--- src/cwt_pkg.sv ---
// Package: register map, field layouts and constants for the clock/tick block
package cwt_pkg;

  // Register indices; byte address is four times the index
  localparam logic [7:0]  IDX_PLL_CONTROL  = 8'h06;
  localparam logic [7:0]  IDX_TICK_CONTROL = 8'h07;
  localparam logic [7:0]  IDX_SC_STATUS    = 8'h08;
  localparam logic [1:0]  ADDR_LSB         = 2'h2;

  localparam logic [7:0]  PLL_CONTROL_RESET  = 8'h01;
  localparam logic [7:0]  TICK_CONTROL_RESET = 8'h00;
  // Only bits 5..0 of the pll register live here; 7..6 read zero
  localparam logic [7:0]  PLL_IMPL_MASK      = 8'h3f;

  // Status register bit positions
  localparam int unsigned ST_ACTIVE   = 0;
  localparam int unsigned ST_FLAG     = 1;
  localparam int unsigned ST_OSC_RUN  = 2;
  localparam int unsigned ST_MON_RUN  = 3;
  localparam int unsigned ST_ON_OSC   = 4;

  // Modulation amplitude codes
  localparam logic [1:0]  MOD_OFF   = 2'h0;
  localparam logic [1:0]  MOD_PM1   = 2'h1;
  localparam logic [1:0]  MOD_PM2   = 2'h2;
  localparam logic [1:0]  MOD_PM4   = 2'h3;
  localparam logic [3:0]  MOD_RATE_LAST = 4'hf;

  // Tick prescaler
  localparam int unsigned PRESC_W        = 18;
  localparam logic [2:0]  PRESC_OFF_CODE = 3'h0;
  localparam int unsigned BIN_BASE_EXP   = 9;
  // Decimal prescale lengths, codes 0 to 7
  localparam logic [PRESC_W-1:0] DEC_PRESC_0 = 18'h003e8;
  localparam logic [PRESC_W-1:0] DEC_PRESC_1 = 18'h007d0;
  localparam logic [PRESC_W-1:0] DEC_PRESC_2 = 18'h01388;
  localparam logic [PRESC_W-1:0] DEC_PRESC_3 = 18'h02710;
  localparam logic [PRESC_W-1:0] DEC_PRESC_4 = 18'h04e20;
  localparam logic [PRESC_W-1:0] DEC_PRESC_5 = 18'h0c350;
  localparam logic [PRESC_W-1:0] DEC_PRESC_6 = 18'h186a0;
  localparam logic [PRESC_W-1:0] DEC_PRESC_7 = 18'h30d40;

  localparam logic [1:0]  HTRANS_NONSEQ = 2'h2;
  localparam logic        HRESP_OKAY    = 1'b0;

  typedef struct packed {
    logic       unused_hi;
    logic       unused_lo;
    logic       mod_amp_hi;
    logic       mod_amp_lo;
    logic       fast_wake_en;
    logic       tick_pseudo_stop_run;
    logic       watchdog_pseudo_stop_run;
    logic       self_clock_enable;
  } cwt_pll_s;

  typedef struct packed {
    logic       tick_decimal_select;
    logic [2:0] tick_prescale_sel;
    logic [3:0] tick_modulus_sel;
  } cwt_tick_s;

  typedef enum logic [3:0] {
    SC_NORMAL = 4'b0001,
    SC_FAIL   = 4'b0010,
    SC_FAST   = 4'b0100,
    SC_CHECK  = 4'b1000
  } cwt_sc_e;

endpackage

--- src/cwt_clock_tick_ctrl.sv ---
// Clock wake, self-clock, modulation and periodic tick control with AHB slave
module cwt_clock_tick_ctrl
  import cwt_pkg::*;
(
  input  wire logic        i_core_clk,
  input  wire logic        i_rst,
  input  wire logic        hsel,
  input  wire logic [31:0] haddr,
  input  wire logic [1:0]  htrans,
  input  wire logic        hwrite,
  input  wire logic [2:0]  hsize,
  input  wire logic [31:0] hwdata,
  input  wire logic        hready,
  output logic             hreadyout,
  output logic             hresp,
  output logic [31:0]      hrdata,
  input  wire logic        i_pll_clock_select,
  input  wire logic        i_special_mode,
  input  wire logic        i_pseudo_stop,
  input  wire logic        i_wait_mode,
  input  wire logic        i_tick_wait_stop,
  input  wire logic        i_full_stop_wake,
  input  wire logic        i_crystal_fail,
  input  wire logic        i_quality_ok,
  input  wire logic        i_osc_clock_en,
  input  wire logic        i_ref_clock_en,
  output logic [1:0]       o_mod_amp,
  output logic             o_mod_step,
  output logic             o_watchdog_run,
  output logic             o_periodic_tick,
  output logic             o_clock_mon_reset,
  output logic             o_self_clock_active,
  output logic             o_osc_enable,
  output logic             o_monitor_enable,
  output logic             o_quality_check_start,
  output logic             o_sys_on_osc
);

  // Bus address and data phase state
  logic            wr_pend_reg;
  logic            rd_pend_reg;
  logic [7:0]      idx_reg;
  logic            hready_reg;
  logic [31:0]     hrdata_reg;

  cwt_pll_s        pll_reg;
  cwt_tick_s       tick_reg;
  logic            self_clock_enable_written_reg;
  logic            flag_reg;
  logic            on_osc_reg;
  cwt_sc_e         sc_reg;
  cwt_sc_e         sc_next;
  logic            sc_active_reg;

  logic [PRESC_W-1:0] presc_cnt_reg;
  logic [3:0]      mod_cnt_reg;
  logic            tick_pulse_reg;
  logic [3:0]      ref_cnt_reg;
  logic            mod_step_reg;
  logic            mon_reset_reg;
  logic            check_start_reg;
  logic            wd_run_reg;

  // Address decode
  wire logic       addr_ok    = hsel & hready & (htrans == HTRANS_NONSEQ);
  wire logic [7:0] addr_idx   = haddr[ADDR_LSB+7:ADDR_LSB];
  wire logic [7:0] wdata      = hwdata[7:0];
  wire logic       wr_pll     = wr_pend_reg & (idx_reg == IDX_PLL_CONTROL);
  wire logic       wr_tick    = wr_pend_reg & (idx_reg == IDX_TICK_CONTROL);
  wire logic       wr_status  = wr_pend_reg & (idx_reg == IDX_SC_STATUS);

  wire cwt_pll_s   pll_wr     = cwt_pll_s'(wdata);
  wire logic       sc_active  = (sc_reg != SC_NORMAL);

  // Self-clock enable: one write in normal modes, never cleared in SELF_CLOCK_ACTIVE
  wire logic       self_clock_enable_may   = i_special_mode | ~self_clock_enable_written_reg;
  wire logic       self_clock_enable_clr_blk = sc_active & ~pll_wr.self_clock_enable;
  wire logic       self_clock_enable_take  = wr_pll & self_clock_enable_may & ~self_clock_enable_clr_blk;
  wire logic       fm_take    = wr_pll & ~i_pll_clock_select;

  // Fast wake counts only with self-clock enabled
  wire logic       fast_wake_on = pll_reg.fast_wake_en &
                                  pll_reg.self_clock_enable;

  // Read mux
  wire logic [7:0] status_rd  = {3'h0, on_osc_reg,
                                 (sc_reg != SC_FAST),
                                 (sc_reg != SC_FAST),
                                 flag_reg, sc_active};
  wire logic [7:0] rd_byte    =
    (idx_reg == IDX_PLL_CONTROL)  ? (pll_reg & PLL_IMPL_MASK) :
    (idx_reg == IDX_TICK_CONTROL) ? tick_reg :
    (idx_reg == IDX_SC_STATUS)    ? status_rd : 8'h00;

  // Reads take one wait state so data always comes from a flip-flop
  always_ff @(posedge i_core_clk or posedge i_rst) begin
    if (i_rst) begin
      wr_pend_reg <= 1'b0;
      rd_pend_reg <= 1'b0;
      idx_reg     <= 8'h00;
      hready_reg  <= 1'b1;
      hrdata_reg  <= 32'h0000_0000;
    end else begin
      wr_pend_reg <= addr_ok & hwrite;
      rd_pend_reg <= addr_ok & ~hwrite;
      if (addr_ok) begin
        idx_reg <= addr_idx;
      end
      hready_reg <= ~(addr_ok & ~hwrite);
      if (rd_pend_reg) begin
        hrdata_reg <= {24'h00_0000, rd_byte};
      end
    end
  end

  // Control registers
  always_ff @(posedge i_core_clk or posedge i_rst) begin
    if (i_rst) begin
      pll_reg          <= cwt_pll_s'(PLL_CONTROL_RESET);
      tick_reg         <= cwt_tick_s'(TICK_CONTROL_RESET);
      self_clock_enable_written_reg <= 1'b0;
    end else begin
      if (wr_pll) begin
        pll_reg.fast_wake_en             <= pll_wr.fast_wake_en;
        pll_reg.tick_pseudo_stop_run     <= pll_wr.tick_pseudo_stop_run;
        pll_reg.watchdog_pseudo_stop_run <= pll_wr.watchdog_pseudo_stop_run;
        self_clock_enable_written_reg                 <= 1'b1;
      end
      if (fm_take) begin
        pll_reg.mod_amp_hi <= pll_wr.mod_amp_hi;
        pll_reg.mod_amp_lo <= pll_wr.mod_amp_lo;
      end
      if (self_clock_enable_take) begin
        pll_reg.self_clock_enable <= pll_wr.self_clock_enable;
      end
      if (wr_tick) begin
        tick_reg <= cwt_tick_s'(wdata);
      end
    end
  end

  // Self-clock state machine
  always_comb begin
    sc_next = sc_reg;
    unique case (sc_reg)
      SC_NORMAL: begin
        if (i_crystal_fail & pll_reg.self_clock_enable) begin
          sc_next = SC_FAIL;
        end else if (i_full_stop_wake & fast_wake_on) begin
          sc_next = SC_FAST;
        end
      end
      SC_FAIL: begin
        if (i_quality_ok) begin
          sc_next = SC_NORMAL;
        end
      end
      SC_FAST: begin
        if (~pll_reg.fast_wake_en) begin
          sc_next = SC_CHECK;
        end
      end
      SC_CHECK: begin
        if (i_quality_ok) begin
          sc_next = SC_NORMAL;
        end
      end
    endcase
  end

  wire logic check_pass = (sc_reg == SC_CHECK) & i_quality_ok;
  wire logic fail_pass  = (sc_reg == SC_FAIL) & i_quality_ok;
  wire logic fail_enter = (sc_reg == SC_NORMAL) & i_crystal_fail &
                          pll_reg.self_clock_enable;
  // Hardware set beats a software clear in the same cycle
  wire logic flag_set   = check_pass | fail_enter;
  wire logic flag_clr   = wr_status & wdata[ST_FLAG];

  always_ff @(posedge i_core_clk or posedge i_rst) begin
    if (i_rst) begin
      sc_reg          <= SC_NORMAL;
      sc_active_reg   <= 1'b0;
      flag_reg        <= 1'b0;
      on_osc_reg      <= 1'b1;
      mon_reset_reg   <= 1'b0;
      check_start_reg <= 1'b0;
    end else begin
      sc_reg <= sc_next;
      sc_active_reg <= (sc_next != SC_NORMAL);
      if (flag_set) begin
        flag_reg <= 1'b1;
      end else if (flag_clr) begin
        flag_reg <= 1'b0;
      end
      if (check_pass | fail_pass) begin
        on_osc_reg <= 1'b1;
      end else if (sc_next != SC_NORMAL) begin
        on_osc_reg <= 1'b0;
      end
      mon_reset_reg   <= (sc_reg == SC_NORMAL) & i_crystal_fail &
                         ~pll_reg.self_clock_enable;
      check_start_reg <= (sc_reg == SC_FAST) &
                         ~pll_reg.fast_wake_en;
    end
  end

  // Modulation rate divider on the reference enable
  always_ff @(posedge i_core_clk or posedge i_rst) begin
    if (i_rst) begin
      ref_cnt_reg  <= 4'h0;
      mod_step_reg <= 1'b0;
    end else begin
      mod_step_reg <= 1'b0;
      if (i_ref_clock_en & ({pll_reg.mod_amp_hi, pll_reg.mod_amp_lo}
                            != MOD_OFF)) begin
        ref_cnt_reg <= ref_cnt_reg + 4'h1;
        if (ref_cnt_reg == MOD_RATE_LAST) begin
          mod_step_reg <= 1'b1;
        end
      end
    end
  end

  // Prescale limit from the tick control fields
  function automatic logic [PRESC_W-1:0] presc_last(input cwt_tick_s t);
    logic [PRESC_W-1:0] v;
    v = '0;
    if (t.tick_decimal_select) begin
      unique case (t.tick_prescale_sel)
        3'h0: v = DEC_PRESC_0;
        3'h1: v = DEC_PRESC_1;
        3'h2: v = DEC_PRESC_2;
        3'h3: v = DEC_PRESC_3;
        3'h4: v = DEC_PRESC_4;
        3'h5: v = DEC_PRESC_5;
        3'h6: v = DEC_PRESC_6;
        3'h7: v = DEC_PRESC_7;
      endcase
    end else begin
      v = PRESC_W'(1) << (BIN_BASE_EXP + t.tick_prescale_sel);
    end
    return v - PRESC_W'(1);
  endfunction

  // Binary mode code 000 switches the tick off
  wire logic tick_off   = ~tick_reg.tick_decimal_select &
                          (tick_reg.tick_prescale_sel == PRESC_OFF_CODE);
  // Pseudo stop halts without clearing; wait stop clears
  wire logic tick_hold  = i_pseudo_stop & ~pll_reg.tick_pseudo_stop_run;
  wire logic tick_init  = wr_tick | tick_off |
                          (i_wait_mode & i_tick_wait_stop);
  wire logic tick_step  = i_osc_clock_en & ~tick_hold;
  wire logic presc_wrap = (presc_cnt_reg == presc_last(tick_reg));
  wire logic mod_wrap   = (mod_cnt_reg == tick_reg.tick_modulus_sel);

  always_ff @(posedge i_core_clk or posedge i_rst) begin
    if (i_rst) begin
      presc_cnt_reg  <= '0;
      mod_cnt_reg    <= 4'h0;
      tick_pulse_reg <= 1'b0;
    end else begin
      tick_pulse_reg <= 1'b0;
      if (tick_init) begin
        presc_cnt_reg <= '0;
        mod_cnt_reg   <= 4'h0;
      end else if (tick_step) begin
        if (presc_wrap) begin
          presc_cnt_reg <= '0;
          if (mod_wrap) begin
            mod_cnt_reg    <= 4'h0;
            tick_pulse_reg <= 1'b1;
          end else begin
            mod_cnt_reg <= mod_cnt_reg + 4'h1;
          end
        end else begin
          presc_cnt_reg <= presc_cnt_reg + PRESC_W'(1);
        end
      end
    end
  end

  // Watchdog gate: frozen in pseudo stop, wait reinit stays elsewhere
  always_ff @(posedge i_core_clk or posedge i_rst) begin
    if (i_rst) begin
      wd_run_reg <= 1'b1;
    end else begin
      wd_run_reg <= ~(i_pseudo_stop &
                      ~pll_reg.watchdog_pseudo_stop_run);
    end
  end

  // Oscillator and monitor are off only during a fast wake
  logic osc_en_reg;
  logic amp_hi_reg;
  logic amp_lo_reg;
  always_ff @(posedge i_core_clk or posedge i_rst) begin
    if (i_rst) begin
      osc_en_reg <= 1'b1;
      amp_hi_reg <= 1'b0;
      amp_lo_reg <= 1'b0;
    end else begin
      osc_en_reg <= (sc_next != SC_FAST);
      amp_hi_reg <= pll_reg.mod_amp_hi;
      amp_lo_reg <= pll_reg.mod_amp_lo;
    end
  end

  assign hreadyout             = hready_reg;
  assign hresp                 = HRESP_OKAY;
  assign hrdata                = hrdata_reg;
  assign o_mod_amp             = {amp_hi_reg, amp_lo_reg};
  assign o_mod_step            = mod_step_reg;
  assign o_watchdog_run        = wd_run_reg;
  assign o_periodic_tick       = tick_pulse_reg;
  assign o_clock_mon_reset     = mon_reset_reg;
  assign o_self_clock_active   = sc_active_reg;
  assign o_osc_enable          = osc_en_reg;
  assign o_monitor_enable      = osc_en_reg;
  assign o_quality_check_start = check_start_reg;
  assign o_sys_on_osc          = on_osc_reg;

endmodule

--- config.mk ---
export PLATFORM = sky130hd
export DESIGN_NAME = cwt_clock_tick_ctrl
export DESIGN_NICKNAME = d
export VERILOG_FILES = /design/src/cwt_pkg.sv /design/src/cwt_clock_tick_ctrl.sv
export SDC_FILE = /design/constraint.sdc
export NUM_CORES = 1
export LEC_CHECK = 0
export ABC_AREA = 1
export BUFFER_PORTS_ARGS = -buffer_cell sky130_fd_sc_hd__buf_4
export CAP_MARGIN = 10
export CORE_UTILIZATION = 58
export CTS_CLUSTER_DIAMETER = 120
export CTS_CLUSTER_SIZE = 24
export DETAILED_ROUTE_END_ITERATION = 10
export GPL_TIMING_DRIVEN = 0
export MAX_ROUTING_LAYER = met4
export PLACE_DENSITY = 0.86
export SYNTH_ARGS = -nofsm -noshare
export SYNTH_HDL_FRONTEND = slang
export SYNTH_SLANG_ARGS = --single-unit
export TNS_END_PERCENT = 5
--- constraint.sdc ---
create_clock -name i_core_clk -period 7.8 [get_ports i_core_clk]
set_clock_uncertainty 0.05 [all_clocks]
set_input_delay 2.34 -clock i_core_clk [delete_from_list [all_inputs] [get_ports i_core_clk]]
set_output_delay 2.34 -clock i_core_clk [all_outputs]
set_load 0.05 [all_outputs]
[Word-level counts from Yosys, hierarchy flattened]
Memories as Yosys holds them, arrays and structs flattened.
Cells that the tools add are included.
Word-level totals
  bits in registers: 75
  ROM bits: 120
  output and inout bits: 45
  word-level logic and storage cells: 131
  memories kept: 1
Memories
  (name not given): words 8, bits a word 15, rd ports 1, clocked after memory_dff 0, write ports 0, RTL line cwt_clock_tick_ctrl.sv:229  | unique case (t.tick_prescale_sel)
Operators by class
  add/subtract/negate cells: 5
  eq/ne operators: 15
  shifts and indexed selects: 1
  mux-type cells: 26
  bitwise logic cells: 45
  reductions and logical operators: 8
Operator list (number)
  $mux 18: 4
  $mux 4: 8
  $and 1x1->1: 27
  $add 18x1->18 const B: 1
  $eq 18x18->1: 1
  $shl 1x5->18 const A: 1
  $sub 18x1->18 const B: 1
  $eq 8x3->1 const B: 2
  $mux 8: 2
  $not 1->1: 13
  $pmux 4 s3: 1
  $mux 1: 10
  $reduce_bool 2->1: 5
  $add 4x1->4 const B: 2
  $eq 4x4->1 const B: 2
  $eq 8x4->1 const B: 1
  $ne 4x1->1 const B: 2
  $ne 4x3->1 const B: 2
  $add 4x3->5 const A: 1
  $mux 5: 1
  $or 1x1->1: 5
  $eq 4x1->1 const B: 1
  $eq 4x2->1 const B: 1
  $eq 4x3->1 const B: 1
  other kinds (5): 5

[Logic depth before layout (Yosys ltp)]
Gate-level depths: netlist of run 1.
  word-level depth: 8
  mapped depth: 22

[Worst setup path after synthesis of run 1]
OpenSTA, ideal clock, no wires.
  path type: input to register
  start: input port i_wait_mode
  end: register presc_cnt_reg[8]
  library setup time: 0.120 ns
  arrival: 3.313 ns
  path slack: 4.317 ns
  stages: 8
  path buffers: 1
  cell sequence: a32oi_1 nand2_1 inv_2 nand2_1 buf_2 nand4_1 xor2_1 nor2_2
Between the ends
  cells in the longest elaborated chain, start to end: 3
  elaborated cells between the ends (all ways): 4
Ends and longest elaborated chain
  start, declared: RTL line cwt_clock_tick_ctrl.sv:20  | input wire logic i_wait_mode,
  $and 1x1->1 *: RTL line cwt_clock_tick_ctrl.sv:251  | (i_wait_mode & i_tick_wait_stop);
  $or 1x1->1 *: RTL line cwt_clock_tick_ctrl.sv:250  | wire logic tick_init = wr_tick | tick_off |
  $mux 18 / $reduce_bool 2->1 (equally long branches)
  end signal, assigned: RTL line cwt_clock_tick_ctrl.sv:276  | presc_cnt_reg <= presc_cnt_reg + PRESC_W'(1);
  end, declared: RTL line cwt_clock_tick_ctrl.sv:55  | logic [PRESC_W-1:0] presc_cnt_reg;
Every way passes the cells marked *; elsewhere a longest branch is shown, timed or not.
A chain may end at the register's enable or synchronous reset.

[Worst setup path after layout of run 1]
  start: input port i_wait_mode
  end: register presc_cnt_reg[4]
Same word-level chain as after synthesis.

==> results.toml, run 1 <==
[floorplanning]
fp.dieW_um = 96.3
core_um2 = 8680
num_rows = 34
ioPinCount = 129
start_util_pct = 59.4
die-area_um2 = 9280
die_h_um = 96.3

[sta]
fin_tns_setup_ns = 0
finalWorstSetupSlack_ns = 4.14
slew_headroom_pct = 21.7
fin_crit_sh_pct = 46.9
whs_ns = 0.400
finalHoldViolCount = 0
worst_slew_pin_slew_ns = 1.14
rsz0062_at_grt = "no"
drv_slew = 0
fmax_ghz = 0.273
setup_viol = 0
period_needed_ns = 3.66

[synth]
synth-edff-count = 0
avgSynthCellArea_um2 = 7.25
yosysSeqAreaShare_pct = 36.5
netlist_area_um2 = 5160
synthFlopType = "dfrtp_1"
yosys_warnings = 0
synth_cells = 712
ys_seq_elements = 75
async_flop_share_pct = 100
synth.distinct_cells = 48

[run_status]
status = "completed"

[global_route]
grt_pass1_vias = 4475
grt_usage_pct = 29.4
grt_overflow = 0
grt_max_degree = 76
grt_first_pass_wirelength_um = 20300
grt_antenna_before_repair = 0

[clocking]
post_cts_buffers = 0
cts_buffer_depth = 2
cts_hold_buf = 0
clkSlewWorstSetupHoldPaths_ns = 0.09
cts.repair.resized = 0
htree_levels = 3
cts-buffers-inserted = 9
cts_tree = "done"
cts_root_buf = "clkbuf_8"
cts_sinks = 75
clk_latency_ns = 0.35

[place]
preCtsSetupSlack_ns = 3.84
dp_hpwl_um = 9420
io_buffers = 52
gp_congestion = 0.927
placedCellCount = 896
placed_area_um2 = 5780

[power_and_ir_drop]
p_total_mw = 1.04
leakagePower_nw = 3.25
ir_worst_vdd_uv = 147
power_density_nw_per_um2 = 174

[final_layout]
utilization_pct = 68.9
stdcell_area_um2 = 5980
area_growth_pct = 16.0
largest_register_ffs = 18
antenna_cells = 0
finalNonFillerCells = 912
drive_above_1_share_pct = 20.0
final_cell_mix = "nand2_1, buf_4, nor2_1"
final_common_cell = "nand2_1"
final_nets = 897

[routing]
wl_met3_um = 591
drt_wl_total_um = 12200
vias = 4782
drc = 0
wl_met2_um = 6010
highest_layer = "met4"
drt_iter0_drc = 250
viasPerCell = 5.24
ant_nets = 0
met1_length_um = 5290
drt_pass1_iterations = 5
wl_per_cell_um = 13.4

[setup_path]
path_max_fanout = 10
arrival_ns = 3.85
required_ns = 7.99
r2r_setup_slack_ns = 4.19
startpoint_type = "input pin"
critPathKind = "input pin to register"
cp-end-kind = "register"

[min_path]
min_path_type = "register to register"

[flow_run]
cap_violations = 0
cell type report:
| class | instances | area (um2) |
|---|---|---|
| multi-input combinational | 536 | 2730 |
| inverter | 82 | 315 |
| sequential | 75 | 1880 |
| timing repair buffer | 52 | 390 |
| buffer | 43 | 325 |
| clock buffer | 9 | 124 |
| clock inverter | 7 | 82.6 |
| fill | 730 | 2700 |
| tap | 108 | 135 |
per-layer routing:
metal	vias up	GRT usage, %
li1	2372	-
met1	2199	36.6
met2	185	48.6
met3	26	2.84
met4	0	13.2
met5	-	-
cells by family after synthesis:
family	Yosys count	share of synthesized area [%]
flops	75	36.5
fa+ha+maj	14	3.40
simple gates	409	35.4
xor+xnor	33	5.87
other cells	1	0.0727
compound gates	54	6.14
mux	1	0.218
buf+inv	125	12.4
critical path, stage by stage:
cell     delay, ns
buf_4         0.11
a32oi_1       0.21
nand2_1       0.17
inv_2         0.21
nand2_1       0.17
buf_2         0.22
nand4_1       0.11
xor2_1        0.23
nor2_2        0.07
path summary, 6_finish.rpt:
kind	from	end	depth (start not counted)
setup / recovery	i_wait_mode	presc_cnt_reg[4]	9
hold / removal	pll_reg[5]	amp_hi_reg	0
setup reg to reg	tick_reg[5]	presc_cnt_reg[4]	21
hold reg to reg	pll_reg[5]	amp_hi_reg	0
max in group asynchronous	i_rst	presc_cnt_reg[8]	2
min in group asynchronous	i_rst	ref_cnt_reg[1]	2
cells in the mapped netlist, types with 3 or more instances:
library cell  number  area [um2]
nand2_2            4        25.0
buf_2              4        20.0
dfstp_2            6         158
ha_1              14         175
inv_2              5        18.8
xnor2_1            4        35.0
clkbuf_1           4        15.0
xor2_1            28         245
a22o_1             3        26.3
buf_6              4        45.0
nor2_2            18         113
nand3_1           48         240
dfrtp_1           69        1730
inv_1             76         285
buf_4             30         225
nand2_1          211         792
nand4_1           12        75.1
a21oi_1            9        45.0
nor3_1             9        45.0
o21ai_0           28         140
nor2_1            81         304
nand3_2            8        80.1
nand3b_1           4        30.0
report_power, final:
group / switching (mW) / total [mW] / internal [mW]
clock: 0.161 / 0.314 / 0.153
sequential: 0.0291 / 0.457 / 0.428
combinational: 0.178 / 0.273 / 0.0941
total: 0.368 / 1.04 / 0.676
(Power assumes the default switching activity.)
==> inputs of run 2 (changes only) <==
- ABC_AREA: 1 -> 0
- CORE_UTILIZATION: 58 -> 49
- PLACE_DENSITY: 0.86 -> 0.78
- clock period: 7.8 -> 3.3 ns (I/O delays scaled with it)
==> results.toml, run 2 <==
[sta]
whs_ns = 0.390
finalHoldViolCount = 0
rsz0062_at_grt = "yes"
finalWorstSetupSlack_ns = -0.110
fin_tns_setup_ns = -1.76
period_needed_ns = 3.41
fmax_ghz = 0.293
slew_headroom_pct = 30.2
worst_slew_pin_slew_ns = 1.04
drv_slew = 0
fin_crit_sh_pct = 103
setup_viol = 22

[global_route]
grt_overflow = 0
grt_antenna_before_repair = 0
grt_max_degree = 76
grt_first_pass_wirelength_um = 20500
grt_pass1_vias = 4269
grt_usage_pct = 24.4

[clocking]
cts-buffers-inserted = 9
clk_latency_ns = 0.36
cts_tree = "done"
cts_hold_buf = 0
cts_root_buf = "clkbuf_8"
htree_levels = 3
cts_sinks = 75
clkSlewWorstSetupHoldPaths_ns = 0.08
cts_buffer_depth = 2

[setup_path]
r2r_start = "tick_reg[4]"
cp-end-kind = "register"
r2r_end = "presc_cnt_reg[11]"
path_max_fanout = 5
max_stage_delay_ns = 0.46
path_cells = "ha_4 -> ha_4 -> buf_8 -> inv_8 -> nor3_4 -> nand2_2 -> ha_4 -> buf_4 -> o21ai_1 -> a311o_2 -> buf_4 -> a211o_4 -> a211oi_4 -> a31o_4 -> buf_8 -> nor2_4"
arrival_ns = 3.61
critPathKind = "register to register"
path_common_cell = "ha_4"
startpoint_type = "register"
cpMaxStageDelayCell = "dfrtp_2"
required_ns = 3.50
r2r_setup_slack_ns = -0.11
r2r_cells = 16

[routing]
drc = 0
drt_pass1_iterations = 5
wl_per_cell_um = 16.2
vias = 4397
drt_iter0_drc = 255
ant_nets = 0
viasPerCell = 5.68
drt_wl_total_um = 12500

[final_layout]
antenna_cells = 0
area_growth_pct = 25.1
final_cell_mix = "buf_4, dfrtp_1, nor2_1"
final_nets = 734
drive_above_1_share_pct = 34.9
final_common_cell = "buf_4"
largest_register_ffs = 18

[min_path]
holdPathEnd = "amp_lo_reg"
hold_depth = 0
min_path_type = "register to register"
min_from = "pll_reg[4]"

[floorplanning]
core_um2 = 9910
ioPinCount = 129
die_h_um = 104
fp.dieW_um = 104
die-area_um2 = 10800
num_rows = 36
start_util_pct = 51.4

[synth]
netlist_area_um2 = 5090
async_flop_share_pct = 100
synth-edff-count = 0
yosysSeqAreaShare_pct = 37.0
netlist_top_cells_area = "dfrtp_1, mux2_2, buf_4, xor2_1, xnor2_1"
ys_seq_elements = 75
yosys-top-cells-count = "dfrtp_1, buf_4, nor2_1"
synth.distinct_cells = 79
synth_cells = 529
avgSynthCellArea_um2 = 9.63
synth_top_area_share_pct = 33.9
synth_top_area_cell = "dfrtp_1"
yosysMostFrequentCell = "dfrtp_1"
synthFlopType = "dfrtp_1"
yosys_warnings = 0

[power_and_ir_drop]
power_density_nw_per_um2 = 416
ir_worst_vdd_uv = 371
p_total_mw = 2.65
leakagePower_nw = 2.88

[place]
gp_congestion = 0.916
io_buffers = 52
preCtsSetupSlack_ns = -0.583
dp_hpwl_um = 9050

[run_status]
violations = "negative setup slack"
status = "finished with violations"

[flow_run]
cap_violations = 0
## run 2: changes by cell type after synthesis, sizes merged, moves of 10 or more
cell	before	now
a21oi	10	21
nor2	101	42
o21ai	30	15
nand2b	0	10
and3	2	12
nand3	56	24
inv	81	23
mux2	1	27
xnor2	4	23
nand2	217	27
## run 2: area by class of cell
type                    instances  area [um2]
repair buffers                 74         583
multi-input cells             402        3030
flip-flops and latches         75        1890
inverters                      23        96.3
well taps                     133         166
plain buffers                  51         385
fillers                       807        3540
clock buffers                  12         145
clock inverters                 4        73.8
## run 2: how the worst max path moves through the flow
stage | startpoint | slack (ns) | endpoint | depth (start not counted)
floorplan | tick_reg[5] | 0.01 | presc_cnt_reg[7] | 15
global placement | i_rst | -0.70 | tick_reg[4] | 2
detailed placement | tick_reg[5] | -0.58 | presc_cnt_reg[3] | 13
CTS | tick_reg[4] | -0.12 | presc_cnt_reg[5] | 18
global route | tick_reg[4] | -0.23 | presc_cnt_reg[17] | 11
finish | tick_reg[4] | -0.11 | presc_cnt_reg[11] | 16
## run 2: per-stage QoR
step                instance area (um2)  instances  utilization, %
CTS                                6340        774            64.0
floorplan                          5270        553               -
finish                             6370        774            64.3
global route                       6370        774            64.3
global placement                   5820        738            58.8
detailed placement                 5830        738            58.8
## run 2: critical path: cells and delay by family (launching register included)
kind / cells / cell delay [ns]
AO/OA/AOI/OAI: 5 / 1.41
buffers and inverters: 5 / 0.62
adder cells (fa/ha/maj): 3 / 0.60
flip-flops: 1 / 0.46
AND/OR/NAND/NOR: 3 / 0.16
## run 2: what timing repair did
action | 4_1_cts | 5_1_grt
buffers inserted | 20 | 1
setup endpoints to repair | 23 | 23
gates resized for setup | 30 | 19
cloned | 1 | 1
pin swaps | 31 | 18
## run 2: power breakdown
group,switching (mW),internal [mW]
registers,0.0792,1.01
clock network,0.346,0.447
logic,0.471,0.298
total,0.896,1.76
## run 2: routing by layer
metal  vias up  track usage (%)  routed length [um]
li1       2071                -                   -
met1      2134             30.2                5390
met2       173             39.9                6220
met3        19             4.89                 749
met4         0             8.27                 196
met5         -                -                   0
## run 2: kinds of logic after synthesis
kind of cell    after synthesis  share of synthesized area, %
xor+xnor                     48                          8.53
compound gates               98                          14.0
simple gates                189                          22.0
fa+ha+maj                    14                          3.44
other cells                   1                        0.0736
mux                          28                          6.17
buf+inv                      76                          8.77
flops                        75                          37.0
